**src/verilog/arpwm_pkg.sv**
```systemverilog
package arpwm_pkg;

  // Register indices; byte address is four times the index.
  localparam logic [7:0] IDX_TIMER_CTRL_STATUS = 8'h0d;
  localparam logic [7:0] IDX_COUNTER_HIGH = 8'h0e;
  localparam logic [7:0] IDX_COUNTER_LOW = 8'h0f;
  localparam logic [7:0] IDX_RELOAD_HIGH = 8'h10;
  localparam logic [7:0] IDX_RELOAD_LOW = 8'h11;
  localparam logic [7:0] IDX_OUTPUT_CONTROL = 8'h12;
  localparam logic [7:0] IDX_CHANNEL_CTRL_STATUS = 8'h13;
  localparam logic [7:0] IDX_DUTY_HIGH = 8'h17;
  localparam logic [7:0] IDX_DUTY_LOW = 8'h18;

  // Field positions.
  localparam int CKSEL_LSB = 3;
  localparam int OVF_BIT = 2;
  localparam int OVERFLOW_IRQ_ENABLE_BIT = 1;
  localparam int COMPARE_IRQ_ENABLE_BIT = 0;
  localparam int INVERT_BIT = 1;
  localparam int CMPF_BIT = 0;
  localparam int OE_BIT = 0;

  // Counter width and overflow point.
  localparam int CNT_W = 12;
  localparam logic [11:0] CNT_MAX = 12'hfff;
  localparam logic [11:0] CNT_ZERO = 12'h000;
  localparam logic [7:0] BYTE_ZERO = 8'h00;
  localparam logic [31:0] WORD_ZERO = 32'h0000_0000;

  // Counter clock selection codes.
  typedef enum logic [1:0] {
    CK_OFF = 2'h0,
    CK_LITE = 2'h1,
    CK_CPU = 2'h2,
    CK_RSVD = 2'h3
  } cksel_t;

  // AXI4-Lite response codes.
  localparam logic [1:0] RESP_OKAY = 2'h0;
  localparam logic [1:0] RESP_SLVERR = 2'h2;

endpackage

```
**src/verilog/autoreload_pwm_timer.sv**
```systemverilog
`timescale 1ns/1ns
// Function
// - Clock select: off, lite timebase, cpu, reserved
// - Overflow flag set on FFF to reload
// - Reading control/status clears overflow; writes ignored
// - Overflow flag lingers one counter tick after clear
// - Overflow interrupt enable gates overflow request
// - Compare interrupt enable gates compare request
// - Read-only counter increments each selected tick
// - Overflow reloads counter from reload value
// - Writable reload value sets output period
// - Output enable picks duty or compare meaning
// - Polarity bit inverts pulse output
// - Match sets compare flag; read clears it
// - Output enable hands pin to pulse output
// - Overflow loads shadow, output high; match low
// - High duty write locks compare until low
// - Compare mode uses duty directly, nonzero only
// - Shadow copied each overflow, used in PWM
module autoreload_pwm_timer
  import arpwm_pkg::*;
#(
  parameter int ADDR_W = 8
) (
  // Clock and reset.
  input wire logic aclk,
  input wire logic aresetn,
  // AXI4-Lite write address and data.
  input wire logic [ADDR_W-1:0] s_axi_awaddr,
  input wire logic s_axi_awvalid,
  output logic s_axi_awready,
  input wire logic [31:0] s_axi_wdata,
  input wire logic [3:0] s_axi_wstrb,
  input wire logic s_axi_wvalid,
  output logic s_axi_wready,
  // AXI4-Lite write response.
  output logic [1:0] s_axi_bresp,
  output logic s_axi_bvalid,
  input wire logic s_axi_bready,
  // AXI4-Lite read.
  input wire logic [ADDR_W-1:0] s_axi_araddr,
  input wire logic s_axi_arvalid,
  output logic s_axi_arready,
  output logic [31:0] s_axi_rdata,
  output logic [1:0] s_axi_rresp,
  output logic s_axi_rvalid,
  input wire logic s_axi_rready,
  // Lite timer millisecond timebase, asynchronous level.
  input wire logic lite_timebase_clock,
  // Pin and interrupt requests.
  output logic pulse_output,
  output logic output_pin_enable,
  output logic overflow_irq,
  output logic compare_irq
);

  // Control and data state.
  logic [1:0] cksel_q, cksel_d;
  logic overflow_irq_enable_q, overflow_irq_enable_d;
  logic compare_irq_enable_q, compare_irq_enable_d;
  logic ovf_q, ovf_d;
  logic ovf_clr_pend_q, ovf_clr_pend_d;
  logic cmpf_q, cmpf_d;
  logic invert_q, invert_d;
  logic oe_q, oe_d;
  logic [CNT_W-1:0] cnt_q, cnt_d;
  logic [CNT_W-1:0] reload_q, reload_d;
  logic [CNT_W-1:0] duty_q, duty_d;
  logic [CNT_W-1:0] shadow_q, shadow_d;
  logic cmp_lock_q, cmp_lock_d;
  logic wave_q, wave_d;
  logic pin_q, pin_d;
  logic oe_pin_q, oe_pin_d;
  logic ovf_irq_q, ovf_irq_d;
  logic cmp_irq_q, cmp_irq_d;

  // Bus state.
  logic aw_got_q, aw_got_d;
  logic w_got_q, w_got_d;
  logic [ADDR_W-1:0] awaddr_q, awaddr_d;
  logic [31:0] wdata_q, wdata_d;
  logic wlane_q, wlane_d;
  logic bvalid_q, bvalid_d;
  logic [1:0] bresp_q, bresp_d;
  logic rvalid_q, rvalid_d;
  logic [31:0] rdata_q, rdata_d;
  logic [1:0] rresp_q, rresp_d;

  logic lite_tick;
  logic tick;
  logic wr_fire;
  logic rd_fire;
  logic [7:0] wr_idx;
  logic [7:0] rd_idx;
  logic [7:0] wbyte;
  logic [7:0] rbyte;
  logic rd_hit;
  logic wr_hit;
  logic at_max;
  logic [CNT_W-1:0] cmp_ref;
  logic match;

  // Timebase from the lite timer crosses into aclk.
  tick_sync u_lite_sync (
    .aclk(aclk),
    .aresetn(aresetn),
    .async_in(lite_timebase_clock),
    .rise_pulse(lite_tick)
  );

  // Counter clock enable; reserved and off codes stop it.
  always_comb begin
    case (cksel_t'(cksel_q))
      CK_LITE: tick = lite_tick;
      CK_CPU: tick = 1'b1;
      CK_OFF: tick = 1'b0;
      CK_RSVD: tick = 1'b0;
      default: tick = 1'b0;
    endcase
  end

  // Bus handshakes and word index.
  assign wr_fire = aw_got_q & w_got_q & ~bvalid_q;
  assign rd_fire = s_axi_arvalid & ~rvalid_q;
  assign wr_idx = 8'(awaddr_q >> 2);
  assign rd_idx = 8'(s_axi_araddr >> 2);
  assign wbyte = wdata_q[7:0];
  assign at_max = (cnt_q == CNT_MAX);
  // PWM uses the shadow, compare mode the live duty value.
  assign cmp_ref = oe_q ? shadow_q : duty_q;
  assign match = tick & ~cmp_lock_q & (cnt_q == cmp_ref)
    & (oe_q | (duty_q != CNT_ZERO));

  // Read multiplexer; reserved bits read zero.
  always_comb begin
    rd_hit = 1'b1;
    rbyte = BYTE_ZERO;
    case (rd_idx)
      IDX_TIMER_CTRL_STATUS: begin
        rbyte[CKSEL_LSB+:2] = cksel_q;
        rbyte[OVF_BIT] = ovf_q;
        rbyte[OVERFLOW_IRQ_ENABLE_BIT] = overflow_irq_enable_q;
        rbyte[COMPARE_IRQ_ENABLE_BIT] = compare_irq_enable_q;
      end
      IDX_COUNTER_HIGH: rbyte[3:0] = cnt_q[11:8];
      IDX_COUNTER_LOW: rbyte = cnt_q[7:0];
      IDX_RELOAD_HIGH: rbyte[3:0] = reload_q[11:8];
      IDX_RELOAD_LOW: rbyte = reload_q[7:0];
      IDX_OUTPUT_CONTROL: rbyte[OE_BIT] = oe_q;
      IDX_CHANNEL_CTRL_STATUS: begin
        rbyte[INVERT_BIT] = invert_q;
        rbyte[CMPF_BIT] = cmpf_q;
      end
      IDX_DUTY_HIGH: rbyte[3:0] = duty_q[11:8];
      IDX_DUTY_LOW: rbyte = duty_q[7:0];
      default: rd_hit = 1'b0;
    endcase
  end

  // Write decode hit test.
  always_comb begin
    case (wr_idx)
      IDX_TIMER_CTRL_STATUS, IDX_RELOAD_HIGH, IDX_RELOAD_LOW,
      IDX_OUTPUT_CONTROL, IDX_CHANNEL_CTRL_STATUS, IDX_DUTY_HIGH,
      IDX_DUTY_LOW: wr_hit = 1'b1;
      IDX_COUNTER_HIGH, IDX_COUNTER_LOW: wr_hit = 1'b1;
      default: wr_hit = 1'b0;
    endcase
  end

  // AXI4-Lite slave next state.
  always_comb begin
    aw_got_d = aw_got_q;
    w_got_d = w_got_q;
    awaddr_d = awaddr_q;
    wdata_d = wdata_q;
    wlane_d = wlane_q;
    bvalid_d = bvalid_q;
    bresp_d = bresp_q;
    rvalid_d = rvalid_q;
    rdata_d = rdata_q;
    rresp_d = rresp_q;
    if (s_axi_awvalid && !aw_got_q) begin
      aw_got_d = 1'b1;
      awaddr_d = s_axi_awaddr;
    end
    if (s_axi_wvalid && !w_got_q) begin
      w_got_d = 1'b1;
      wdata_d = s_axi_wdata;
      wlane_d = s_axi_wstrb[0];
    end
    if (wr_fire) begin
      aw_got_d = 1'b0;
      w_got_d = 1'b0;
      bvalid_d = 1'b1;
      bresp_d = wr_hit ? RESP_OKAY : RESP_SLVERR;
    end else if (bvalid_q && s_axi_bready) begin
      bvalid_d = 1'b0;
    end
    if (rd_fire) begin
      rvalid_d = 1'b1;
      rdata_d = {24'h000000, rbyte};
      rresp_d = rd_hit ? RESP_OKAY : RESP_SLVERR;
    end else if (rvalid_q && s_axi_rready) begin
      rvalid_d = 1'b0;
    end
  end

  // Timer, flags, registers and output next state.
  always_comb begin
    cksel_d = cksel_q;
    overflow_irq_enable_d = overflow_irq_enable_q;
    compare_irq_enable_d = compare_irq_enable_q;
    ovf_d = ovf_q;
    ovf_clr_pend_d = ovf_clr_pend_q;
    cmpf_d = cmpf_q;
    invert_d = invert_q;
    oe_d = oe_q;
    cnt_d = cnt_q;
    reload_d = reload_q;
    duty_d = duty_q;
    shadow_d = shadow_q;
    cmp_lock_d = cmp_lock_q;
    wave_d = wave_q;
    // Software writes; only the low byte lane carries data.
    if (wr_fire && wlane_q) begin
      case (wr_idx)
        IDX_TIMER_CTRL_STATUS: begin
          cksel_d = wbyte[CKSEL_LSB+:2];
          overflow_irq_enable_d = wbyte[OVERFLOW_IRQ_ENABLE_BIT];
          compare_irq_enable_d = wbyte[COMPARE_IRQ_ENABLE_BIT];
        end
        IDX_RELOAD_HIGH: reload_d[11:8] = wbyte[3:0];
        IDX_RELOAD_LOW: reload_d[7:0] = wbyte;
        IDX_OUTPUT_CONTROL: oe_d = wbyte[OE_BIT];
        IDX_CHANNEL_CTRL_STATUS: invert_d = wbyte[INVERT_BIT];
        IDX_DUTY_HIGH: begin
          duty_d[11:8] = wbyte[3:0];
          cmp_lock_d = 1'b1;
        end
        IDX_DUTY_LOW: begin
          duty_d[7:0] = wbyte;
          cmp_lock_d = 1'b0;
        end
        default: ;
      endcase
    end
    // Read of control/status arms the delayed overflow clear.
    if (rd_fire && rd_idx == IDX_TIMER_CTRL_STATUS && ovf_q) begin
      ovf_clr_pend_d = 1'b1;
    end
    if (rd_fire && rd_idx == IDX_CHANNEL_CTRL_STATUS) begin
      cmpf_d = 1'b0;
    end
    // Flag falls one counter tick after the clearing read.
    if (tick && ovf_clr_pend_q) begin
      ovf_d = 1'b0;
      ovf_clr_pend_d = 1'b0;
    end
    if (tick) begin
      if (at_max) begin
        cnt_d = reload_q;
        ovf_d = 1'b1;
        ovf_clr_pend_d = 1'b0;
        shadow_d = duty_q;
        wave_d = 1'b1;
      end else begin
        cnt_d = cnt_q + 12'h001;
      end
    end
    // Match sets the flag and, in PWM mode, lowers the wave; set beats clear.
    if (match) begin
      cmpf_d = 1'b1;
      if (oe_q) begin
        wave_d = 1'b0;
      end
    end
  end

  // Output pin and interrupt requests.
  always_comb begin
    pin_d = oe_q & (wave_q ^ invert_q);
    oe_pin_d = oe_q;
    ovf_irq_d = ovf_q & overflow_irq_enable_q;
    cmp_irq_d = cmpf_q & compare_irq_enable_q;
  end

  // All registers.
  always_ff @(posedge aclk) begin
    if (!aresetn) begin
      cksel_q <= 2'h0;
      overflow_irq_enable_q <= 1'b0;
      compare_irq_enable_q <= 1'b0;
      ovf_q <= 1'b0;
      ovf_clr_pend_q <= 1'b0;
      cmpf_q <= 1'b0;
      invert_q <= 1'b0;
      oe_q <= 1'b0;
      cnt_q <= CNT_ZERO;
      reload_q <= CNT_ZERO;
      duty_q <= CNT_ZERO;
      shadow_q <= CNT_ZERO;
      cmp_lock_q <= 1'b0;
      wave_q <= 1'b0;
      pin_q <= 1'b0;
      oe_pin_q <= 1'b0;
      ovf_irq_q <= 1'b0;
      cmp_irq_q <= 1'b0;
      aw_got_q <= 1'b0;
      w_got_q <= 1'b0;
      awaddr_q <= '0;
      wdata_q <= WORD_ZERO;
      wlane_q <= 1'b0;
      bvalid_q <= 1'b0;
      bresp_q <= RESP_OKAY;
      rvalid_q <= 1'b0;
      rdata_q <= WORD_ZERO;
      rresp_q <= RESP_OKAY;
    end else begin
      cksel_q <= cksel_d;
      overflow_irq_enable_q <= overflow_irq_enable_d;
      compare_irq_enable_q <= compare_irq_enable_d;
      ovf_q <= ovf_d;
      ovf_clr_pend_q <= ovf_clr_pend_d;
      cmpf_q <= cmpf_d;
      invert_q <= invert_d;
      oe_q <= oe_d;
      cnt_q <= cnt_d;
      reload_q <= reload_d;
      duty_q <= duty_d;
      shadow_q <= shadow_d;
      cmp_lock_q <= cmp_lock_d;
      wave_q <= wave_d;
      pin_q <= pin_d;
      oe_pin_q <= oe_pin_d;
      ovf_irq_q <= ovf_irq_d;
      cmp_irq_q <= cmp_irq_d;
      aw_got_q <= aw_got_d;
      w_got_q <= w_got_d;
      awaddr_q <= awaddr_d;
      wdata_q <= wdata_d;
      wlane_q <= wlane_d;
      bvalid_q <= bvalid_d;
      bresp_q <= bresp_d;
      rvalid_q <= rvalid_d;
      rdata_q <= rdata_d;
      rresp_q <= rresp_d;
    end
  end

  // Ports straight from flops.
  assign s_axi_awready = ~aw_got_q;
  assign s_axi_wready = ~w_got_q;
  assign s_axi_bvalid = bvalid_q;
  assign s_axi_bresp = bresp_q;
  assign s_axi_arready = ~rvalid_q;
  assign s_axi_rvalid = rvalid_q;
  assign s_axi_rdata = rdata_q;
  assign s_axi_rresp = rresp_q;
  assign pulse_output = pin_q;
  assign output_pin_enable = oe_pin_q;
  assign overflow_irq = ovf_irq_q;
  assign compare_irq = cmp_irq_q;

endmodule

```
**src/verilog/tick_sync.sv**
```systemverilog
`timescale 1ns/1ns
// Two-flop synchroniser with rising-edge pulse out.
module tick_sync (
  // Clock and reset.
  input wire logic aclk,
  input wire logic aresetn,
  // Asynchronous level in, one-cycle pulse out.
  input wire logic async_in,
  output logic rise_pulse
);

  logic meta_q, meta_d;
  logic sync_q, sync_d;
  logic last_q, last_d;

  // Next values: first flop feeds only the second.
  always_comb begin
    meta_d = async_in;
    sync_d = meta_q;
    last_d = sync_q;
  end

  // Registers.
  always_ff @(posedge aclk) begin
    if (!aresetn) begin
      meta_q <= 1'b0;
      sync_q <= 1'b0;
      last_q <= 1'b0;
    end else begin
      meta_q <= meta_d;
      sync_q <= sync_d;
      last_q <= last_d;
    end
  end

  // Edge from the second and third stages only.
  assign rise_pulse = sync_q & ~last_q;

endmodule
```
**config.mk**
```make
export PLATFORM = sky130hd
export DESIGN_NAME = autoreload_pwm_timer
export DESIGN_NICKNAME = d
export VERILOG_FILES = /design/src/verilog/arpwm_pkg.sv /design/src/verilog/autoreload_pwm_timer.sv /design/src/verilog/tick_sync.sv
export SDC_FILE = /design/constraint.sdc
export NUM_CORES = 1
export LEC_CHECK = 0
export BUFFER_PORTS_ARGS = -buffer_cell sky130_fd_sc_hd__buf_2
export CAP_MARGIN = 10
export CORE_ASPECT_RATIO = 0.8
export CORE_UTILIZATION = 31
export DETAILED_ROUTE_END_ITERATION = 8
export HOLD_SLACK_MARGIN = 0.03
export PLACE_DENSITY = 0.51
export SLEW_MARGIN = 20
export SYNTH_ARGS = -nofsm -noshare
export SYNTH_HDL_FRONTEND = slang
export SYNTH_SLANG_ARGS = --single-unit
```
**constraint.sdc**
```tcl
create_clock -name aclk -period 3.4 [get_ports aclk]
set_clock_uncertainty 0.15 [all_clocks]
set_input_delay 0.34 -clock aclk [delete_from_list [all_inputs] [get_ports aclk]]
set_output_delay 0.34 -clock aclk [all_outputs]
set_load 0.05 [all_outputs]
```
==> impl_metrics.yaml, run 1 <==
hold_path:
  hold_class: "input port to flop"
synthesis:
  netlist.area_leader.share_pct: 40.8
  synth_register_bits: 96
  synth.largest_area_cell: "sky130_fd_sc_hd__dfxtp_1"
  post_synth.cell_area_avg_um2: 8.61
  synth-main-ff-cell: "sky130_fd_sc_hd__dfxtp_1"
  synth_cells: 547
  netlist_area_mm2: 0.00471
  synth.top_cells.by_area: "sky130_fd_sc_hd__dfxtp_1 41%, sky130_fd_sc_hd__mux2i_1 9.3%, sky130_fd_sc_hd__nand2_1 6.4%"
  synth_cell_type_count: 60
  asyncSetResetFlopFracSynth_pct: 0
  yosys_warnings: 0
  synth_sequential_area_ratio_pct: 40.8
  synth-edff-count: 0
sta:
  setup_viol_count_final: 0
  fin_ws_ps: 903
  pin_slew_with_the_least_headroom_to_its_limit_ps: 898
  drv_slew: 0
  fmax_ghz: 0.400
  rsz_0062_raised_after_global_routing: "false"
  timing.final.hold_violations: 0
  fin_crit_ps: 2500
  min_period_over_period_pct: 73.4
  max-slew-margin-rel_pct: 40.0
  totalNegativeSetupSlack_ps: 0
place:
  portBuffers: 47
  place_congestion: 0.862
  hpwlAfterDp_mm: 9.32
  pre_cts_ws_ps: 921
worst_setup_path:
  sort_of_element_at_the_end_of_the_critical_path: "flop"
  worst_ep_arrival_time_ps: 2640
  timing.setup.critical_path_class: "flop to flop"
  worstPathBufferInverterCount: 0
  timing.critical_path.from_type: "flop"
  crit_chain: "mux2i_1 > xor2_1 > nand4_1 > nor4_1 > a31o_2"
  reg2reg_setup_slack_ps: 900
  crit_family: "flip-flops"
  crit_path_max_incr_delay_ps: 910
  critical_path_peak_fanout: 17
  cpMaxStageDelayCell: "sky130_fd_sc_hd__dfxtp_1"
  worst-endpoint-required_ps: 3540
detailed_routing:
  finalWirelength_mm: 12.6
  drtIter0Drc: 242
  post-route-drc-count: 0
  drt-vias-per-instance: 5.12
  num_vias: 3953
  ant_nets: 0
  number_of_iterations_in_the_first_detailed_routing_pass: 4
  routed_wire_length_per_instance_um: 16.3
die:
  design.portCount: 105
  die-width_um: 140
  core-area_mm2: 0.0145
  initial_core_util_pct: 32.4
  placement_rows: 39
  dieArea_mm2: 0.0157
  die_h_um: 112
final_layout:
  areaGrowthSynthToFinish_pct: 13.3
  most-common-layout-cells: "96 x sky130_fd_sc_hd__dfxtp_1, 80 x sky130_fd_sc_hd__nand2_1, 55 x sky130_fd_sc_hd__nor2_1"
  final_core_utilization_pct: 36.7
  num_antenna_cells: 0
  nets: 644
  layout-drive-gt1-share_pct: 17.3
  final_common_cell: "sky130_fd_sc_hd__dfxtp_1"
pwr:
  leakage_uw: 0.00215
  total_power_uw: 2500
  worst_ir_drop_vdd_v: 0.000228
  power_per_cell_area_mw_per_mm2: 468
clock_tree:
  cts_hold_buffers: 1
  ctsHtreeMaxLevel: 3
  clockRootBuffer: "sky130_fd_sc_hd__clkbuf_16"
  clockBufferDepth: 2
  count_of_cells_resized_by_post_cts_repair: 0
  cts_tree: "done"
  path_clk_slew_ps: 70
  post_cts_buffers: 0
  cts_inserted_buffers: 9
  cts_num_sinks: 96
  insertion_delay_ps: 340
grt:
  grt_max_degree: 37
  grt.total_usage_pct: 16.5
  antenna_violations_before_repair: 0
  grt_pass1_vias: 3581
  first_pass_grt_wire_length_mm: 19.8
  globalRouteOverflowTotal: 0
flow_run:
  cap_viol_max_count: 0
status:
  outcome: "completed"
-- per-stage QoR --
step / area [µm²] / hold WS, ps / instances
2_1_floorplan: 4800 / 258 / 572
3_5_place_dp: 5000 / 274 / 755
5_1_grt: 5340 / 54.9 / 772
3_3_place_gp: 5000 / 262 / 755
6_report: 5340 / 62.0 / 772
4_1_cts: 5340 / 60.2 / 772
-- path summary, 6_finish.rpt --
check | endpoint | start | depth (start not counted)
max | cmpf_q | oe_pin_d | 5
min | u_lite_sync.meta_q | lite_timebase_clock | 2
max reg2reg | cmpf_q | oe_pin_d | 5
min reg2reg | s_axi_bresp[1] | flop | 1
-- routing by layer --
layer,GRT usage (%),up-vias,wire [µm]
met3,4.01,9,918
met4,4.54,0,99
met1,23.6,1883,6140
li1,-,1933,-
met5,0,-,0
met2,24.4,128,5450
-- worst register-to-register path, delay by kind of cell, from the launching register on --
family / cells / cell delay, ps
flops: 1 / 910
simple gates: 2 / 630
mux: 1 / 340
compound gates: 1 / 240
xor+xnor: 1 / 180
-- cells in the mapped netlist, drive strengths merged (2+ instances only) --
cell type,count
dfxtp,96
nand2,81
nor2,56
mux2i,44
a21oi,43
buf,39
nand3,19
clkbuf,18
mux2,12
xor2,12
and2,10
nor3,10
inv,9
nand4,9
o21ai,6
a2bb2oi,5
nor4,5
a22o,4
a31o,4
a31oi,4
a32oi,4
and3,4
nor2b,4
or3,4
a222oi,3
a311oi,3
nand2b,3
nand3b,3
o22ai,3
xnor2,3
a211oi,2
a22oi,2
and3b,2
and4,2
nor3b,2
nor4b,2
nor4bb,2
o211ai,2
-- flip-flops by register name, summed over array words and instances, names as in the netlist, 2 cells and up, named ones only --
| signal | flops |
|---|---|
| cnt_q | 12 |
| reload_q | 12 |
| cksel_q | 2 |
| shadow_q | 12 |
| awaddr_q | 6 |
| s_axi_rdata | 8 |
| duty_q | 12 |
| wdata_q | 8 |
-- power by group --
group | internal [µW] | leakage (µW) | switching [µW]
combinational | 52.3 | 0.00121 | 171
clock | 654 | 0.000162 | 456
sequential | 1140 | 0.000778 | 22.3
-- logic make-up after synthesis --
group	after synthesis	share of synthesized area (%)
AND/OR/NAND/NOR	222	23.5
flip-flops	96	40.8
AO/OA/AOI/OAI	90	12.5
buffers and inverters	66	7.89
multiplexers	56	12.2
XOR/XNOR	15	2.79
adder cells (fa/ha/maj)	1	0.266
other	1	0.0796
-- layout make-up --
class,count,area (µm²)
Tap cell,184,230
Sequential cell,96,1920
Multi-Input combinational cell,410,2510
Fill cell,1518,9200
Clock buffer,9,225
Inverter,9,33.8
Timing Repair Buffer,57,313
Clock inverter,7,103
Note: power is estimated with default switching activity, not from simulation.
==> inputs of run 2 (changes only) <==
PLACE_DENSITY = 0.52   (was 0.51)
clock period = 2.25 ns   (was 3.4 ns; I/O delays follow)
==> run 2 against run 1 <==
Compared with the run above:
- final cell count rose by 5.1%
- sequential share of layout area fell by 2.0 points
- die area did not move
- setup slack got worse by 670 ps
- critical path depth rose by 1
- routed wire length rose by 0.85%
- count of clock-buffer cells in the layout rose by 2
- highest routed layer unchanged
- combinational power rose by 63%
- power rose by 45%
- critical path type unchanged
==> impl_metrics.yaml, run 2 (same netlist as run 1, synthesis figures left out) <==
sta:
  rsz_0062_raised_after_global_routing: "false"
  min_period_over_period_pct: 89.5
  timing.final.hold_violations: 0
  max-slew-margin-rel_pct: 61.6
  drv_slew: 0
  pin_slew_with_the_least_headroom_to_its_limit_ps: 575
  fin_ws_ps: 235
  fin_crit_ps: 2010
  fmax_ghz: 0.496
  totalNegativeSetupSlack_ps: 0
  setup_viol_count_final: 0
worst_setup_path:
  worst_ep_arrival_time_ps: 2150
  timing.setup.critical_path_class: "flop to flop"
  sort_of_element_at_the_end_of_the_critical_path: "flop"
  timing.critical_path.from_type: "flop"
  worst-endpoint-required_ps: 2390
  critical_path_peak_fanout: 16
detailed_routing:
  drtIter0Drc: 322
  routed_wire_length_per_instance_um: 15.7
  drt-vias-per-instance: 5.06
  number_of_iterations_in_the_first_detailed_routing_pass: 5
  ant_nets: 0
  finalWirelength_mm: 12.7
  num_vias: 4106
  post-route-drc-count: 0
clock_tree:
  cts_tree: "done"
  path_clk_slew_ps: 70
  cts_num_sinks: 96
  count_of_cells_resized_by_post_cts_repair: 0
  ctsHtreeMaxLevel: 3
  clockRootBuffer: "sky130_fd_sc_hd__clkbuf_16"
  cts_inserted_buffers: 9
  clockBufferDepth: 2
  insertion_delay_ps: 340
final_layout:
  postLayoutCellArea_mm2: 0.00565
  areaGrowthSynthToFinish_pct: 19.9
  final_common_cell: "sky130_fd_sc_hd__dfxtp_1"
  layout-drive-gt1-share_pct: 19.9
  num_antenna_cells: 0
  nets: 683
  final_core_utilization_pct: 38.8
  non_filler_instances: 811
  most-common-layout-cells: "96 x sky130_fd_sc_hd__dfxtp_1, 80 x sky130_fd_sc_hd__nand2_1, 55 x sky130_fd_sc_hd__nor2_1"
status:
  outcome: "completed"
die:
  die_h_um: 112
  dieArea_mm2: 0.0157
  initial_core_util_pct: 32.4
  placement_rows: 39
  core-area_mm2: 0.0145
  design.portCount: 105
  die-width_um: 140
grt:
  grt_pass1_vias: 3786
  grt.total_usage_pct: 16.7
  globalRouteOverflowTotal: 0
  first_pass_grt_wire_length_mm: 20.3
  grt_max_degree: 30
  antenna_violations_before_repair: 0
place:
  place_area_mm2: 0.00518
  pre_cts_ws_ps: 215
  portBuffers: 47
  place_congestion: 0.868
  dp.cells: 778
  hpwlAfterDp_mm: 9.50
flow_run:
  cap_viol_max_count: 0
hold_path:
  hold_class: "input port to flop"
pwr:
  leakage_uw: 0.00232
  power_per_cell_area_mw_per_mm2: 642
  worst_ir_drop_vdd_v: 0.000344
-- run 2: repair_timing --
| action | CTS | global route |
|---|---|---|
| endpoints found under the setup margin | 0 | 0 |
| setup buffers | 0 | 0 |
| hold endpoints to repair | 16 | 0 |
| hold buffers | 17 | 0 |
-- run 2: stage by stage --
stage | hold slack, ps | total power [µW]
finish | 46.3 | 3620
CTS | 38.2 | 3670
detailed placement | 271 | 2150
global route | 49.7 | 3770
floorplan | 175 | 2090
global placement | 261 | 2140
-- run 2: power by group --
part	internal [µW]	leakage [µW]	total, µW	switching [µW]
Sequential	1730	0.000778	1760	34.5
Combinational	102	0.00140	364	262
Clock	820	0.000148	1490	674
Total	2650	0.00232	3620	970
-- run 2: critical path: stages, from the launching register on --
cell and delay [ps]:
sky130_fd_sc_hd__dfxtp_1 370, sky130_fd_sc_hd__buf_12 180, sky130_fd_sc_hd__mux2i_1 300, sky130_fd_sc_hd__xor2_1 190, sky130_fd_sc_hd__nand4_1 110, sky130_fd_sc_hd__nor4_1 420
sky130_fd_sc_hd__a31o_2 220
-- run 2: cell type report --
type	instances	area, µm²
fillers	1485	8890
multi-input cells	410	2510
well taps	184	230
inverters	9	33.8
clock buffers	11	253
clock inverters	5	38.8
flip-flops and latches	96	1920
repair buffers	96	658
-- run 2: worst paths after layout --
path / from / endpoint / slack [ps] / cells after the start
worst max register to register: oe_pin_d / cmpf_q / 240 / 6
worst min-delay path: s_axi_bready / s_axi_bvalid / 50 / 4
worst min register to register: flop / s_axi_bresp[1] / 290 / 1
worst max-delay path: oe_pin_d / cmpf_q / 240 / 6
-- run 2: metal layers --
metal	GRT usage [%]	vias to the layer above	part of all wire, %
li1	-	2015	-
met1	23.8	1961	50
met2	25.2	122	43
met3	4.01	8	6.1
met4	4.10	0	0.61
met5	0	-	0
